`src/core/cbf_defines.vh`:
```
// Notes on behaviour
// - Each mask input picks a source by 4-bit code; 0-5 PWM, 14-15 fault.
// - Level select set blanks low comparator level; clear blanks high level.
// - Enable bits put true mask C, B or A on the OR gate.
// - Enable bits put inverted mask C, B or A on the OR gate.
// - Enable bits put true mask C, B or A on the AND gate.
// - Enable bits put inverted mask C, B or A on the AND gate.
// - Inverted AND result feeds OR gate when its enable is set.
// - True AND result feeds OR gate when its enable is set.
// - Filter enable inserts the filter; clear bypasses it.
// - Three-bit field picks filter clock source; code 3 reserved.
// - Divider field divides filter clock by two to the field value.
// - Filter register bits 15 to 7 read zero and ignore writes.
`ifndef CBF_DEFINES_VH
`define CBF_DEFINES_VH
// ----------------------------------------
// Register map
// ----------------------------------------
`define CBF_ADDR_MASK_SRC      2'h0
`define CBF_ADDR_MASK_GATING   2'h1
`define CBF_ADDR_FILTER        2'h2
`define CBF_ADDR_STATUS        2'h3
`define CBF_RESET_VALUE        16'h0000
// ----------------------------------------
// Gating control field positions
// ----------------------------------------
`define CBF_BLANK_LEVEL_SEL    15
`define CBF_OR_IN_C_EN         13
`define CBF_OR_IN_C_INV_EN     12
`define CBF_OR_IN_B_EN         11
`define CBF_OR_IN_B_INV_EN     10
`define CBF_OR_IN_A_EN         9
`define CBF_OR_IN_A_INV_EN     8
`define CBF_AND_OUT_INV_EN     7
`define CBF_AND_OUT_EN         6
`define CBF_AND_IN_C_EN        5
`define CBF_AND_IN_C_INV_EN    4
`define CBF_AND_IN_B_EN        3
`define CBF_AND_IN_B_INV_EN    2
`define CBF_AND_IN_A_EN        1
`define CBF_AND_IN_A_INV_EN    0
`define CBF_GATING_MASK        16'hBFFF
// ----------------------------------------
// Filter control field positions
// ----------------------------------------
`define CBF_FILTER_EN          3
`define CBF_FILTER_CLK_DIV_LSB 0
`define CBF_FILTER_CLK_SEL_LSB 4
`define CBF_FILTER_MASK        16'h007F
`define CBF_SRC_MASK           16'h0FFF
`define CBF_FILTER_SAMPLES     2'h3
`endif

```
`src/core/cbf_mask_mux.v`:
```
`timescale 1ns/1ps
`default_nettype none
module cbf_mask_mux (
	input  wire       ref_clk,
	input  wire       rst_n,
	input  wire       clk_en,
	input  wire [3:0] sel,
	input  wire [5:0] pwm_outs,
	input  wire       fault_in_two,
	input  wire       fault_in_four,
	output reg        mask_reg
);
	reg mask_next;
	// Source decode, reserved codes give low
	always @* begin
		case (sel)
			4'h0, 4'h1, 4'h2, 4'h3, 4'h4, 4'h5: mask_next = pwm_outs[sel[2:0]];
			4'hE: mask_next = fault_in_two;
			4'hF: mask_next = fault_in_four;
			default: mask_next = 1'b0;
		endcase
	end
	// Registered mask level
	always @(posedge ref_clk or negedge rst_n) begin
		if (!rst_n) begin
			mask_reg <= 1'b0;
		end else if (clk_en) begin
			mask_reg <= mask_next;
		end
	end
endmodule // cbf_mask_mux
`default_nettype wire

```
`src/core/cbf_digital_filter.v`:
```
`include "cbf_defines.vh"
`timescale 1ns/1ps
`default_nettype none
module cbf_digital_filter (
	input  wire ref_clk,
	input  wire rst_n,
	input  wire clk_en,
	input  wire sample_tick,
	input  wire din,
	output reg  dout_reg
);
	reg [1:0] count_reg;
	reg       last_reg;
	// Counts equal samples, updates after three
	always @(posedge ref_clk or negedge rst_n) begin
		if (!rst_n) begin
			count_reg <= 2'h0;
			last_reg  <= 1'b0;
			dout_reg  <= 1'b0;
		end else if (clk_en && sample_tick) begin
			last_reg <= din;
			if (din != last_reg) begin
				count_reg <= 2'h1;
			end else if (count_reg != `CBF_FILTER_SAMPLES) begin
				count_reg <= count_reg + 2'h1;
				if (count_reg == 2'h2) begin
					dout_reg <= din;
				end
			end
		end
	end
endmodule // cbf_digital_filter
`default_nettype wire

```
`src/core/cbf_blanking_filter.v`:
```
`include "cbf_defines.vh"
`timescale 1ns/1ps
`default_nettype none
module cbf_blanking_filter (
	input  wire        ref_clk,
	input  wire        rst_n,
	input  wire        clk_en,
	input  wire [1:0]  reg_addr,
	input  wire [15:0] reg_wdata,
	input  wire        reg_write,
	input  wire        reg_read,
	output reg  [15:0] reg_rdata,
	input  wire        comp_in,
	input  wire [5:0]  pwm_outs,
	input  wire        fault_in_two,
	input  wire        fault_in_four,
	input  wire        periph_clock,
	input  wire        osc_clock,
	input  wire        pwm_sync_out,
	input  wire        timer2_clock,
	input  wire        timer3_clock,
	input  wire        timer4_clock,
	input  wire        timer5_clock,
	output reg         comp_out_reg,
	output reg         blank_reg
);
	// ----------------------------------------
	// Registers
	// ----------------------------------------
	reg  [15:0] mask_src_reg;
	reg  [15:0] mask_gating_ctrl_reg;
	reg  [15:0] digital_filter_ctrl_reg;
	reg  [15:0] rdata_next;
	reg  [6:0]  div_cnt_reg;
	reg         fclk_sync_reg;
	reg         fclk_prev_reg;
	reg         tick_reg;
	reg         src_clk;
	reg         or_out;
	reg         and_out;
	reg         blanked;
	wire        mask_in_a;
	wire        mask_in_b;
	wire        mask_in_c;
	wire        filt_out;
	wire [2:0]  filter_clk_sel;
	wire [2:0]  filter_clk_div;
	wire        filter_en;
	wire        fclk_rise;

	// Bit test helper used by gating logic
	function gbit;
		input [15:0] r;
		input integer pos;
		begin
			gbit = r[pos];
		end
	endfunction

	// ----------------------------------------
	// Register writes
	// ----------------------------------------
	always @(posedge ref_clk or negedge rst_n) begin
		if (!rst_n) begin
			mask_src_reg            <= `CBF_RESET_VALUE;
			mask_gating_ctrl_reg    <= `CBF_RESET_VALUE;
			digital_filter_ctrl_reg <= `CBF_RESET_VALUE;
		end else if (clk_en && reg_write) begin
			case (reg_addr)
				`CBF_ADDR_MASK_SRC: mask_src_reg <= reg_wdata & `CBF_SRC_MASK;
				`CBF_ADDR_MASK_GATING: mask_gating_ctrl_reg <= reg_wdata & `CBF_GATING_MASK;
				`CBF_ADDR_FILTER: digital_filter_ctrl_reg <= reg_wdata & `CBF_FILTER_MASK;
				default: ;
			endcase
		end
	end

	// Read mux, status shows live outputs
	always @* begin
		case (reg_addr)
			`CBF_ADDR_MASK_SRC:    rdata_next = mask_src_reg;
			`CBF_ADDR_MASK_GATING: rdata_next = mask_gating_ctrl_reg;
			`CBF_ADDR_FILTER:      rdata_next = digital_filter_ctrl_reg;
			`CBF_ADDR_STATUS:      rdata_next = {13'h0000, mask_in_c, blank_reg, comp_out_reg};
			default:               rdata_next = 16'h0000;
		endcase
	end

	// Read data one cycle after strobe
	always @(posedge ref_clk or negedge rst_n) begin
		if (!rst_n) begin
			reg_rdata <= 16'h0000;
		end else if (clk_en) begin
			reg_rdata <= reg_read ? rdata_next : 16'h0000;
		end
	end

	// ----------------------------------------
	// Mask sources
	// ----------------------------------------
	cbf_mask_mux u_mask_a (
		.ref_clk       (ref_clk),
		.rst_n         (rst_n),
		.clk_en        (clk_en),
		.sel           (mask_src_reg[3:0]),
		.pwm_outs      (pwm_outs),
		.fault_in_two  (fault_in_two),
		.fault_in_four (fault_in_four),
		.mask_reg      (mask_in_a)
	);
	cbf_mask_mux u_mask_b (
		.ref_clk       (ref_clk),
		.rst_n         (rst_n),
		.clk_en        (clk_en),
		.sel           (mask_src_reg[7:4]),
		.pwm_outs      (pwm_outs),
		.fault_in_two  (fault_in_two),
		.fault_in_four (fault_in_four),
		.mask_reg      (mask_in_b)
	);
	cbf_mask_mux u_mask_c (
		.ref_clk       (ref_clk),
		.rst_n         (rst_n),
		.clk_en        (clk_en),
		.sel           (mask_src_reg[11:8]),
		.pwm_outs      (pwm_outs),
		.fault_in_two  (fault_in_two),
		.fault_in_four (fault_in_four),
		.mask_reg      (mask_in_c)
	);

	// ----------------------------------------
	// Gating network
	// ----------------------------------------
	// AND gate; no input enabled gives low
	always @* begin
		and_out = (gbit(mask_gating_ctrl_reg, `CBF_AND_IN_A_EN)
			| gbit(mask_gating_ctrl_reg, `CBF_AND_IN_A_INV_EN)
			| gbit(mask_gating_ctrl_reg, `CBF_AND_IN_B_EN)
			| gbit(mask_gating_ctrl_reg, `CBF_AND_IN_B_INV_EN)
			| gbit(mask_gating_ctrl_reg, `CBF_AND_IN_C_EN)
			| gbit(mask_gating_ctrl_reg, `CBF_AND_IN_C_INV_EN))
			& (mask_in_a | ~gbit(mask_gating_ctrl_reg, `CBF_AND_IN_A_EN))
			& (~mask_in_a | ~gbit(mask_gating_ctrl_reg, `CBF_AND_IN_A_INV_EN))
			& (mask_in_b | ~gbit(mask_gating_ctrl_reg, `CBF_AND_IN_B_EN))
			& (~mask_in_b | ~gbit(mask_gating_ctrl_reg, `CBF_AND_IN_B_INV_EN))
			& (mask_in_c | ~gbit(mask_gating_ctrl_reg, `CBF_AND_IN_C_EN))
			& (~mask_in_c | ~gbit(mask_gating_ctrl_reg, `CBF_AND_IN_C_INV_EN));
	end

	// OR gate forms the blanking signal
	always @* begin
		or_out = (mask_in_a & gbit(mask_gating_ctrl_reg, `CBF_OR_IN_A_EN))
			| (~mask_in_a & gbit(mask_gating_ctrl_reg, `CBF_OR_IN_A_INV_EN))
			| (mask_in_b & gbit(mask_gating_ctrl_reg, `CBF_OR_IN_B_EN))
			| (~mask_in_b & gbit(mask_gating_ctrl_reg, `CBF_OR_IN_B_INV_EN))
			| (mask_in_c & gbit(mask_gating_ctrl_reg, `CBF_OR_IN_C_EN))
			| (~mask_in_c & gbit(mask_gating_ctrl_reg, `CBF_OR_IN_C_INV_EN))
			| (and_out & gbit(mask_gating_ctrl_reg, `CBF_AND_OUT_EN))
			| (~and_out & gbit(mask_gating_ctrl_reg, `CBF_AND_OUT_INV_EN));
	end

	// Blanking holds last value when selected level appears
	always @* begin
		if (blank_reg && (comp_in == ~mask_gating_ctrl_reg[`CBF_BLANK_LEVEL_SEL])) begin
			blanked = comp_out_reg;
		end else begin
			blanked = comp_in;
		end
	end

	// ----------------------------------------
	// Filter clock select and divide
	// ----------------------------------------
	assign filter_clk_sel = digital_filter_ctrl_reg[`CBF_FILTER_CLK_SEL_LSB +: 3];
	assign filter_clk_div = digital_filter_ctrl_reg[`CBF_FILTER_CLK_DIV_LSB +: 3];
	assign filter_en      = digital_filter_ctrl_reg[`CBF_FILTER_EN];

	// Source pick, reserved code gives no clock
	always @* begin
		case (filter_clk_sel)
			3'h0: src_clk = periph_clock;
			3'h1: src_clk = osc_clock;
			3'h2: src_clk = pwm_sync_out;
			3'h4: src_clk = timer2_clock;
			3'h5: src_clk = timer3_clock;
			3'h6: src_clk = timer4_clock;
			3'h7: src_clk = timer5_clock;
			default: src_clk = 1'b0;
		endcase
	end

	assign fclk_rise = fclk_sync_reg & ~fclk_prev_reg;

	// Edge detect and power-of-two divide
	always @(posedge ref_clk or negedge rst_n) begin
		if (!rst_n) begin
			fclk_sync_reg <= 1'b0;
			fclk_prev_reg <= 1'b0;
			div_cnt_reg   <= 7'h00;
			tick_reg      <= 1'b0;
		end else if (clk_en) begin
			fclk_sync_reg <= src_clk;
			fclk_prev_reg <= fclk_sync_reg;
			tick_reg      <= 1'b0;
			if (fclk_rise) begin
				if (div_cnt_reg >= ((7'h01 << filter_clk_div) - 7'h01)) begin
					div_cnt_reg <= 7'h00;
					tick_reg    <= 1'b1;
				end else begin
					div_cnt_reg <= div_cnt_reg + 7'h01;
				end
			end
		end
	end

	cbf_digital_filter u_filter (
		.ref_clk     (ref_clk),
		.rst_n       (rst_n),
		.clk_en      (clk_en),
		.sample_tick (tick_reg),
		.din         (blanked),
		.dout_reg    (filt_out)
	);

	// ----------------------------------------
	// Outputs
	// ----------------------------------------
	always @(posedge ref_clk or negedge rst_n) begin
		if (!rst_n) begin
			blank_reg    <= 1'b0;
			comp_out_reg <= 1'b0;
		end else if (clk_en) begin
			blank_reg    <= or_out;
			comp_out_reg <= filter_en ? filt_out : blanked;
		end
	end
endmodule // cbf_blanking_filter
`default_nettype wire

```
`config.mk`:
```
export PLATFORM = sky130hd
export DESIGN_NAME = cbf_blanking_filter
export DESIGN_NICKNAME = d
export VERILOG_FILES = /design/src/core/cbf_mask_mux.v /design/src/core/cbf_digital_filter.v /design/src/core/cbf_blanking_filter.v
export VERILOG_INCLUDE_DIRS = /design/src /design/src/core
export SDC_FILE = /design/constraint.sdc
export NUM_CORES = 1
export LEC_CHECK = 0
export BUFFER_PORTS_ARGS = -buffer_cell sky130_fd_sc_hd__buf_4
export CORE_MARGIN = 2
export CORE_UTILIZATION = 25
export DETAILED_ROUTE_END_ITERATION = 6
export PLACE_DENSITY = 0.47
export SYNTH_ARGS = -nofsm -noshare
export SYNTH_HDL_FRONTEND = slang
export SYNTH_SLANG_ARGS = --single-unit
```
`constraint.sdc`:
```
create_clock -name ref_clk -period 3.2 [get_ports ref_clk]
set_input_delay 0.8 -clock ref_clk [delete_from_list [all_inputs] [get_ports ref_clk]]
set_output_delay 0.8 -clock ref_clk [all_outputs]
set_load 0.05 [all_outputs]
```
==> impl_metrics.json, run 1 <==
{
  "status": "completed",
  "antenna_cells": 0,
  "io_buffers": 54,
  "relSlewSlack_pct": 40.75,
  "ant_nets": 0,
  "gr-total-overflow": 0,
  "coreArea_um2": 14040,
  "vias": 2611,
  "end_kind": "flip-flop",
  "dieHeight_um": 124.4,
  "async_flop_share_pct": 100.0,
  "layout.nets": 423,
  "dr.pass1.iters": 6,
  "die_w_um": 124.4,
  "gr-usage-all-layers_pct": 12.21,
  "synth_nets": 370,
  "yosys_warnings": 0,
  "max_freq_mhz": 358.8,
  "numCtsBuffers": 9,
  "postCtsSetupBuffers": 0,
  "tns_ns": 0,
  "maxSlewViolCount": 0,
  "cap_viol_max_count": 0,
  "syn_inst": 320,
  "gp_congestion": 0.7670,
  "power_per_cell_area_nw_per_um2": 707.3,
  "seq_area_frac_synth_pct": 46.96,
  "cts_tree": "built",
  "ys_types": 48,
  "fill_cells": 1407,
  "rsz0062_at_grt": "no",
  "wl_per_cell_um": 16.34,
  "synth_seq_cells": 68,
  "fin_crit_ns": 2.787,
  "cts.repair.resized": 0,
  "post-route-period-util_pct": 87.10,
  "syn_area_per_cell_um2": 11.32,
  "clk_path_buf_depth": 2,
  "finClkSkew_ns": 0.006244,
  "synth_ff_type": "dfrtp_1",
  "ios": 57,
  "design.die.area_um2": 15470,
  "antenna_found_initial": 0,
  "p_leak_nw": 1.973,
  "htree_levels": 3,
  "fp-row-count": 43,
  "grt_first_pass_wirelength_mm": 14.85,
  "crit_arrival_ns": 2.98,
  "grt_max_degree": 69,
  "worst_pin_slew_ns": 0.8888,
  "hold_violations": 0,
  "criticalPathCategory": "flip-flop to flip-flop",
  "drive_gt1_share_pct": 33.33,
  "setup_viol": 0,
  "multi_input_area_um2": 1783,
  "seq_area_um2": 1702,
  "grt_pass1_vias": 2739,
  "crit_required_ns": 3.39,
  "cts_sinks": 68,
  "viasPerCell": 4.679,
  "drc": 0,
  "area_growth_pct": 24.17,
  "clk_latency_ns": 0.33,
  "cts.clk_slew.worst_paths_ns": 0.05,
  "ctsHoldBuffers": 0,
  "post-dp-hpwl_mm": 6.517,
  "worstPathMaxFanout": 10,
  "synth_area_um2": 3623,
  "synth_edf_count": 0,
  "initial_utilization_pct": 25.80,
  "vdd_drop_max_v": 0.0002448,
  "root_buffer": "clkbuf_16",
  "utilization_pct": 32.04,
  "drtIter0Drc": 104,
  "wl_mm": 9.116,
  "hold_path.class": "flip-flop to flip-flop",
  "startpoint_type": "flip-flop"
}
[logic make-up (layout without fill, tap and decap cells)]
logic type	after synthesis	in the layout	share of synthesized area [%]
AND/OR/NAND/NOR	80	80	11.46
buffers and inverters	29	87	3.833
AO/OA/AOI/OAI	65	65	11.98
adder cells (fa/ha/maj)	11	11	3.798
other	1	1	0.1035
flip-flops	68	68	46.96
XOR/XNOR	6	6	1.450
multiplexers	60	60	20.41
[synthesized netlist by cell type, types with 2 or more instances]
cell type	instances	area share, %
mux2i_1	15	4.1
nor3_2	5	1.4
nor3_1	6	0.83
buf_2	3	0.41
clkbuf_1	5	0.52
xnor2_1	5	1.2
o211ai_1	3	0.62
dfrtp_1	68	47
a22o_1	6	1.5
o2bb2ai_1	3	0.73
a21oi_1	14	1.9
a31oi_1	3	0.52
inv_1	15	1.6
mux2_2	37	11
nand2b_1	2	0.35
o21ai_0	17	2.3
nand2_1	27	2.8
o21a_1	2	0.41
nand3_1	7	0.97
nor2_1	22	2.3
a22oi_1	7	1.5
mux4_2	7	4.4
a21o_1	2	0.41
a211o_1	2	0.48
ha_1	11	3.8
buf_6	2	0.62
buf_4	3	0.62
[where the power goes]
part	switching [W]	internal [W]
clock network	0.000374	0.000679
logic	0.000442	0.000412
registers	0.000231	0.00104
[per-layer routing]
metal,part of all wire (%),vias to the layer above,GRT usage (%)
met5,0,-,0
li1,-,1267,-
met4,0.69,0,2.379
met1,49,1292,16.23
met3,2.6,4,3.351
met2,48,48,20.03
[worst paths after layout]
check | depth (start not counted) | start | endpoint | slack (ns)
setup / recovery | 10 | digital_filter_ctrl_reg[2]$_DFFE_PN0P_ | div_cnt_reg[0]$_DFFE_PN0P_ | 0.41
hold / removal | 1 | reg_rdata[3]$_DFFE_PN0P_ | reg_rdata[3]$_DFFE_PN0P_ | 0.51
setup reg to reg | 10 | digital_filter_ctrl_reg[2]$_DFFE_PN0P_ | div_cnt_reg[0]$_DFFE_PN0P_ | 0.41
hold reg to reg | 1 | reg_rdata[3]$_DFFE_PN0P_ | reg_rdata[3]$_DFFE_PN0P_ | 0.51
max in group asynchronous | 1 | rst_n | gbit.r[6]$_DFFE_PN0P_ | 2.02
min in group asynchronous | 1 | rst_n | gbit.r[11]$_DFFE_PN0P_ | 0.59
[through the flow]
step | hold WS, ns | cell area (µm²) | std cells | total power, W | setup slack [ns]
after global routing | 0.5341 | 4499 | 558 | 0.003393 | 0.1659
final | 0.5140 | 4499 | 558 | 0.003182 | 0.4129
after floorplan | 0.4728 | 3623 | 320 | 0.001879 | 0.6095
after detailed placement | 0.5057 | 4183 | 542 | 0.002159 | 0.3986
after global placement | 0.5055 | 4183 | 542 | 0.002138 | 0.4751
after CTS | 0.5254 | 4499 | 558 | 0.003231 | 0.4014
[cells in the final DEF, fill, tap and decap left out, types with 3 or more instances in the layout]
cell type and instances:
dfrtp_1 68, buf_4 55, mux2_2 37, nand2_1 27
nor2_1 22, o21ai_0 17, inv_1 15, mux2i_1 15
a21oi_1 14, ha_1 11, clkbuf_16 9, nand3_1 7
a22oi_1 7, mux4_2 7, nor3_1 6, a22o_1 6
xnor2_1 5, nor3_2 5, o211ai_1 3, o2bb2ai_1 3
a31oi_1 3, clkinv_2 3
[final cells by class]
| type | instances | share of cell area [%] |
|---|---|---|
| clock buffers | 9 | 5.006 |
| clock inverters | 7 | 2.030 |
| inverters | 16 | 1.335 |
| multi-input cells | 223 | 39.63 |
| flip-flops and latches | 68 | 37.82 |
| well taps | 180 | 5.006 |
| repair buffers | 55 | 9.177 |
[critical path, stage by stage (launching register included)]
cell and delay, ns:
dfrtp_1 0.49, or3_1 0.44, ha_1 0.27, nor3_1 0.20
a21oi_1 0.06, o21a_1 0.18, ha_1 0.29, nand2_1 0.05
nor3_1 0.22, a21o_1 0.32, o21ai_0 0.14
Power figures use the tool's default switching activity.
==> run 2: changes to the inputs <==
--- a/config.mk
+++ b/config.mk
@@ -13,4 +13,5 @@
 export PLACE_DENSITY = 0.47
 export SYNTH_ARGS = -nofsm -noshare
 export SYNTH_HDL_FRONTEND = slang
+export SYNTH_HIERARCHICAL = 1
 export SYNTH_SLANG_ARGS = --single-unit
==> run 2 against run 1 <==
Against the previous run: routed wire length decreased by 3.5%; global-route usage is 0.50 points lower; clock power is 8% lower; sequential power about the same; critical path type unchanged.
==> impl_metrics.json, run 2 <==
{
  "highest_layer": "met4",
  "seqPwrFrac_pct": 41.4,
  "drtIter0Drc": 137,
  "startpoint_type": "flip-flop",
  "crit_arrival_ns": 2.37,
  "synth_most_common_cell": "dfrtp_1",
  "hold_path.class": "flip-flop to flip-flop",
  "synth_ff_type": "dfrtp_1",
  "grt_pass1_vias": 2736,
  "seq_area_um2": 1702,
  "finClkSkew_ns": 0.004930,
  "grt_first_pass_wirelength_mm": 14.59,
  "area_growth_pct": 24.08,
  "synth_seq_cells": 68,
  "antenna_cells": 0,
  "maxSlewViolCount": 0,
  "fill_cells": 1487,
  "post-dp-hpwl_mm": 6.508,
  "synth.area.top_cells": "dfrtp_1, mux2_2, ha_1",
  "synth_edf_count": 0,
  "routed-wl-met2_mm": 4.013,
  "drive_gt1_share_pct": 36.15,
  "cts_tree": "built",
  "ys_types": 46,
  "p_sw_share_pct": 33.84,
  "gp_congestion": 0.7398,
  "clk_latency_ns": 0.33,
  "synth_area_um2": 3664,
  "fin_total_pwr_w": 0.003139,
  "coreArea_um2": 14420,
  "hold_violations": 0,
  "utilization_pct": 31.51,
  "antenna_found_initial": 0,
  "multi_input_area_um2": 1805,
  "routedLengthMet1_mm": 4.379,
  "postCtsSetupBuffers": 0,
  "viasPerCell": 4.620,
  "root_buffer": "clkbuf_16",
  "seq_area_frac_synth_pct": 46.45,
  "intPower_w": 0.002077,
  "htree_levels": 3,
  "worst_pin_slew_ns": 0.8785,
  "gr-usage-all-layers_pct": 11.71,
  "vdd_drop_max_v": 0.0002925,
  "combPwrFrac_pct": 27.7,
  "io_buffers": 54,
  "fin_crit_ns": 2.164,
  "numCtsBuffers": 9,
  "ios": 57,
  "design.die.area_um2": 15640,
  "status": "completed",
  "ant_nets": 0,
  "criticalPathCategory": "flip-flop to flip-flop",
  "dr.pass1.iters": 4,
  "post-route-period-util_pct": 67.62,
  "vias": 2652,
  "tns_ns": 0,
  "synth_nets": 377,
  "max_freq_mhz": 462.1,
  "drc": 0,
  "crit_required_ns": 3.41,
  "die_w_um": 125.1,
  "power_per_cell_area_nw_per_um2": 690.5,
  "dieHeight_um": 125.1,
  "gr-total-overflow": 0,
  "power_switching_w": 0.001062,
  "layout_common_cells": "dfrtp_1, buf_4, mux2_2",
  "async_flop_share_pct": 100.0,
  "final_common_cell": "dfrtp_1",
  "syn_area_per_cell_um2": 11.17,
  "rsz0062_at_grt": "no",
  "wl_per_cell_um": 15.32,
  "grt_max_degree": 69,
  "end_kind": "flip-flop",
  "yosys_warnings": 6,
  "cts.clk_slew.worst_paths_ns": 0.06,
  "cts_sinks": 68,
  "setup_viol": 0,
  "wl_met3_um": 286,
  "initial_utilization_pct": 25.40,
  "yosysTopAreaCell": "dfrtp_1",
  "synth_commonest_cells": "dfrtp_1, mux2_2, inv_1",
  "relSlewSlack_pct": 41.44,
  "pwr-share-clk_pct": 30.9,
  "ctsHoldBuffers": 0,
  "clk_path_buf_depth": 2,
  "fp-row-count": 44,
  "worstPathMaxFanout": 9,
  "cts.repair.resized": 0,
  "p_leak_nw": 1.938,
  "cap_viol_max_count": 0,
  "wl_mm": 8.795,
  "layout.nets": 434,
  "synth.top_cell.area_share_pct": 46.45,
  "syn_inst": 328
}
[run 2: changes by cell type in the layout (fill, tap and decap cells not counted), sizes merged, moves of 5 or more]
| cell | change |
|---|---|
| o22ai | +5 |
| mux2i | -6 |
| mux2 | +6 |
| inv | +8 |
| nor3b | +8 |
| nor2 | -8 |
| and3 | +8 |
| xnor2 | -5 |
| a22o | -6 |
| nand3 | +7 |
| nand2 | -7 |
[run 2: layout make-up]
class	count	share of cell area, %
Clock buffer	10	5.037
Clock inverter	6	1.431
Inverter	23	1.899
Multi-Input combinational cell	226	39.72
Sequential cell	68	37.43
Tap cell	184	5.065
Timing Repair Buffer	57	9.414
[run 2: critical path: stages, from the launching register on]
cell and delay (ns):
dfrtp_1 0.50, o21ai_0 0.15, ha_1 0.33, nand4_1 0.17
o221ai_2 0.26, a31oi_4 0.18, and3_1 0.20, a221o_1 0.25
[run 2: per-layer routing]
metal / vias to the layer above / GRT usage, %
met5: - / 0
met4: 0 / 3.791
met2: 45 / 18.03
li1: 1320 / -
met3: 7 / 2.396
met1: 1280 / 16.52
[run 2: worst paths after layout]
check	startpoint	to	slack, ns	cells past startpoint
worst max-delay path	digital_filter_ctrl_reg[2]$_DFFE_PN0P_	div_cnt_reg[4]$_DFFE_PN0P_	1.04	7
worst min-delay path	fclk_prev_reg$_DFFE_PN0P_	fclk_prev_reg$_DFFE_PN0P_	0.50	1
worst max register to register	digital_filter_ctrl_reg[2]$_DFFE_PN0P_	div_cnt_reg[4]$_DFFE_PN0P_	1.04	7
worst min register to register	fclk_prev_reg$_DFFE_PN0P_	fclk_prev_reg$_DFFE_PN0P_	0.50	1
max in group asynchronous	rst_n	reg_rdata[1]$_DFFE_PN0P_	2.03	1
min in group asynchronous	rst_n	div_cnt_reg[5]$_DFFE_PN0P_	0.58	1
[run 2: cells by family after synthesis]
group | share of synthesized area (%)
simple gates | 13.49
flops | 46.45
compound gates | 13.29
mux | 18.75
buf+inv | 4.269
fa+ha+maj | 3.415
other cells | 0.1024
xor+xnor | 0.2391
[run 2: power groups by stage]
stage	registers [W]	logic, W	clock network [W]
global route	0.00134	0.000964	0.00104
CTS	0.00130	0.000882	0.000998
global placement	0.00131	0.000855	0
detailed placement	0.00132	0.000879	0
finish	0.00130	0.000870	0.000969
floorplan	0.00133	0.000580	0
[run 2: through the flow]
step                worst slack (ns)  hold WS, ns  cell area, µm²  cells
finish                         1.036       0.5034            4546    574
global route                  0.8626       0.5239            4546    574
CTS                            1.026       0.5075            4546    574
detailed placement            0.9601       0.4947            4252    558
global placement              0.9898       0.4818            4252    558
floorplan                      1.191       0.4652            3664    328
==> run 3: changes to the inputs <==
--- a/config.mk
+++ b/config.mk
@@ -6,6 +6,7 @@
 export SDC_FILE = /design/constraint.sdc
 export NUM_CORES = 1
 export LEC_CHECK = 0
+export ABC_AREA = 1
 export BUFFER_PORTS_ARGS = -buffer_cell sky130_fd_sc_hd__buf_4
 export CORE_MARGIN = 2
 export CORE_UTILIZATION = 25
==> constraint.sdc (replaced) <==
create_clock -name ref_clk -period 2 [get_ports ref_clk]
set_input_delay 0.5 -clock ref_clk [delete_from_list [all_inputs] [get_ports ref_clk]]
set_output_delay 0.5 -clock ref_clk [all_outputs]
set_load 0.05 [all_outputs]
==> run 3 against run 2 <==
Against the previous run: non-clock buffer count unchanged; clock-buffer cell count unchanged; first-iteration DRC count increased by 13%; synthesized area barely moved; sequential cell count unchanged; critical path type unchanged.
==> impl_metrics.json, run 3 <==
{
  "synth_seq_cells": 68,
  "path_delay_family": "simple AND/OR/NAND/NOR gates",
  "antenna_found_initial": 0,
  "setup_viol": 0,
  "dieHeight_um": 125.1,
  "async_flop_share_pct": 100.0,
  "design.die.area_um2": 15640,
  "grt_pass1_vias": 3300,
  "muxShareOfSynthArea_pct": 0.9218,
  "worstPathMaxFanout": 7,
  "grt_max_degree": 39,
  "clk_path_buf_depth": 2,
  "numCtsBuffers": 9,
  "synth-xor-area-share_pct": 0.2390,
  "maxSlewViolCount": 0,
  "synth_nets": 541,
  "max_freq_mhz": 585.7,
  "cts_tree": "built",
  "synth_fa_ha_area_share_pct": 3.414,
  "seq_area_frac_synth_pct": 46.43,
  "power_per_cell_area_nw_per_um2": 1064,
  "post_dp_cell_area_um2": 4283,
  "area_growth_pct": 24.82,
  "synth_compound_area_share_pct": 10.11,
  "synthSimpleGateAreaFrac_pct": 31.41,
  "syn_area_per_cell_um2": 7.449,
  "crit_arrival_ns": 1.92,
  "layout_common_cells": "nand2_1, dfrtp_1, buf_4",
  "coreArea_um2": 14420,
  "cap_viol_max_count": 0,
  "fin_crit_ns": 1.707,
  "synth_commonest_cells": "nand2_1, dfrtp_1, nor2_1",
  "synth_top_family_by_area": "simple AND/OR/NAND/NOR gates",
  "p_leak_nw": 2.356,
  "post-dp-hpwl_mm": 7.662,
  "post-route-period-util_pct": 85.36,
  "seq_area_um2": 1702,
  "drive_gt1_share_pct": 17.27,
  "crit_top_cell": "nand2_1",
  "status": "completed",
  "setup.worst_path.start": "digital_filter_ctrl_reg[1]$_DFFE_PN0P_",
  "antenna_cells": 0,
  "ys_types": 29,
  "dp.cells": 725,
  "die_w_um": 125.1,
  "htree_levels": 3,
  "hold_path.class": "input pin to asynchronous set/reset pin",
  "rsz0062_at_grt": "no",
  "finClkSkew_ns": 0.003936,
  "cts_sinks": 68,
  "vdd_drop_max_v": 0.0003857,
  "synth_edf_count": 0,
  "yosys_warnings": 6,
  "crit_required_ns": 2.21,
  "syn_inst": 492,
  "ant_nets": 0,
  "viasPerCell": 4.496,
  "cp_slowest_cell": "dfrtp_1",
  "synth_most_common_cell": "nand2_1",
  "synth_ff_type": "dfrtp_1",
  "synth_area_um2": 3665,
  "final_common_cell": "nand2_1",
  "fill_cells": 1579,
  "hold_violations": 0,
  "criticalPathCategory": "flip-flop to flip-flop",
  "vias": 3327,
  "gr-total-overflow": 0,
  "tns_ns": 0,
  "gr-usage-all-layers_pct": 13.28,
  "wl_per_cell_um": 13.27,
  "fp-row-count": 44,
  "final_design_area_no_fill_um2": 4574,
  "regToRegStartpoint": "digital_filter_ctrl_reg[1]$_DFFE_PN0P_",
  "root_buffer": "clkbuf_16",
  "finalNonFillerCells": 740,
  "layout.nets": 601,
  "cts.repair.resized": 0,
  "drtIter0Drc": 155,
  "crit_chain": "nor2_1, nand2_1, ha_1, nand3b_1, nand2_1, nand2_1, nand3_1, nand2_1, inv_1, nor2_1",
  "path_buf_inv": 1,
  "io_buffers": 54,
  "clk_latency_ns": 0.33,
  "wl_mm": 9.821,
  "synth.area.top_cells": "dfrtp_1, nand2_1, o21ai_0",
  "cts.clk_slew.worst_paths_ns": 0.05,
  "initial_utilization_pct": 25.41,
  "end_kind": "flip-flop",
  "postCtsSetupBuffers": 0,
  "ctsHoldBuffers": 0,
  "gp_congestion": 0.7800,
  "startpoint_type": "flip-flop",
  "synth.top_cell.area_share_pct": 46.43,
  "dr.pass1.iters": 5,
  "drc": 0,
  "ios": 57,
  "yosysTopAreaCell": "dfrtp_1",
  "max_stage_delay_ns": 0.44,
  "multi_input_area_um2": 1693,
  "grt_first_pass_wirelength_mm": 16.60
}
[run 3: area by class of cell]
type	count	area share (%)
multi-input combinational	358	37.01
timing repair buffer	57	9.628
sequential	68	37.20
inverter	58	4.759
clock inverter	5	1.149
tap	184	5.033
clock buffer	10	5.224
[run 3: report_power, final]
part / switching (W) / total, W / leakage [nW] / internal, W
logic: 0.000815 / 0.00132 / 1.34 / 0.000503
registers: 0.000357 / 0.00201 / 0.871 / 0.00166
clock network: 0.000554 / 0.00154 / 0.144 / 0.000983
[run 3: worst paths after layout]
kind                                                           to  slack [ns]  depth (start not counted)
setup / recovery                       div_cnt_reg[2]$_DFFE_PN0P_        0.29                         10
hold / removal             digital_filter_ctrl_reg[5]$_DFFE_PN0P_        0.11                          1
setup reg to reg                       div_cnt_reg[2]$_DFFE_PN0P_        0.29                         10
hold reg to reg                     u_filter/dout_reg$_DFFE_PN0P_        0.49                          2
max in group asynchronous               reg_rdata[15]$_DFFE_PN0P_        1.33                          2
min in group ref_clk                       gbit.r[13]$_DFFE_PN0P_        0.42                          2
[run 3: kinds of logic after synthesis]
family / count (synthesis)
simple gates: 274
compound gates: 69
flops: 68
buf+inv: 66
fa+ha+maj: 10
mux: 3
other cells: 1
xor+xnor: 1
[run 3: worst register-to-register path, delay by kind of cell (launching register included)]
family                     cells  cell delay [ns]
and+or+nand+nor                8             0.85
DFF                            1             0.44
adders and majority gates      1             0.18
buffers and inverters          1             0.14
[run 3: routing by layer]
metal,track usage (%),vias to the layer above,wire length [µm],share of wire (%)
li1,-,1700,-,-
met1,17.74,1551,4740,48
met2,21.64,67,4663,47
met3,2.182,9,283,2.9
met4,5.033,0,133,1.4
met5,0,-,0,0
[run 3: per-stage QoR]
stage / power (W) / hold WS [ns] / util [%] / setup WS [ns]
after floorplan: 0.002878 / 0.2044 / - / 0.5143
after global placement: 0.003304 / 0.4638 / 29.69 / 0.3383
after detailed placement: 0.003366 / 0.4790 / 29.69 / 0.3095
after CTS: 0.004936 / 0.1261 / 31.71 / 0.2993
after global routing: 0.005231 / 0.1455 / 31.71 / 0.1107
final: 0.004869 / 0.1106 / 31.71 / 0.2928
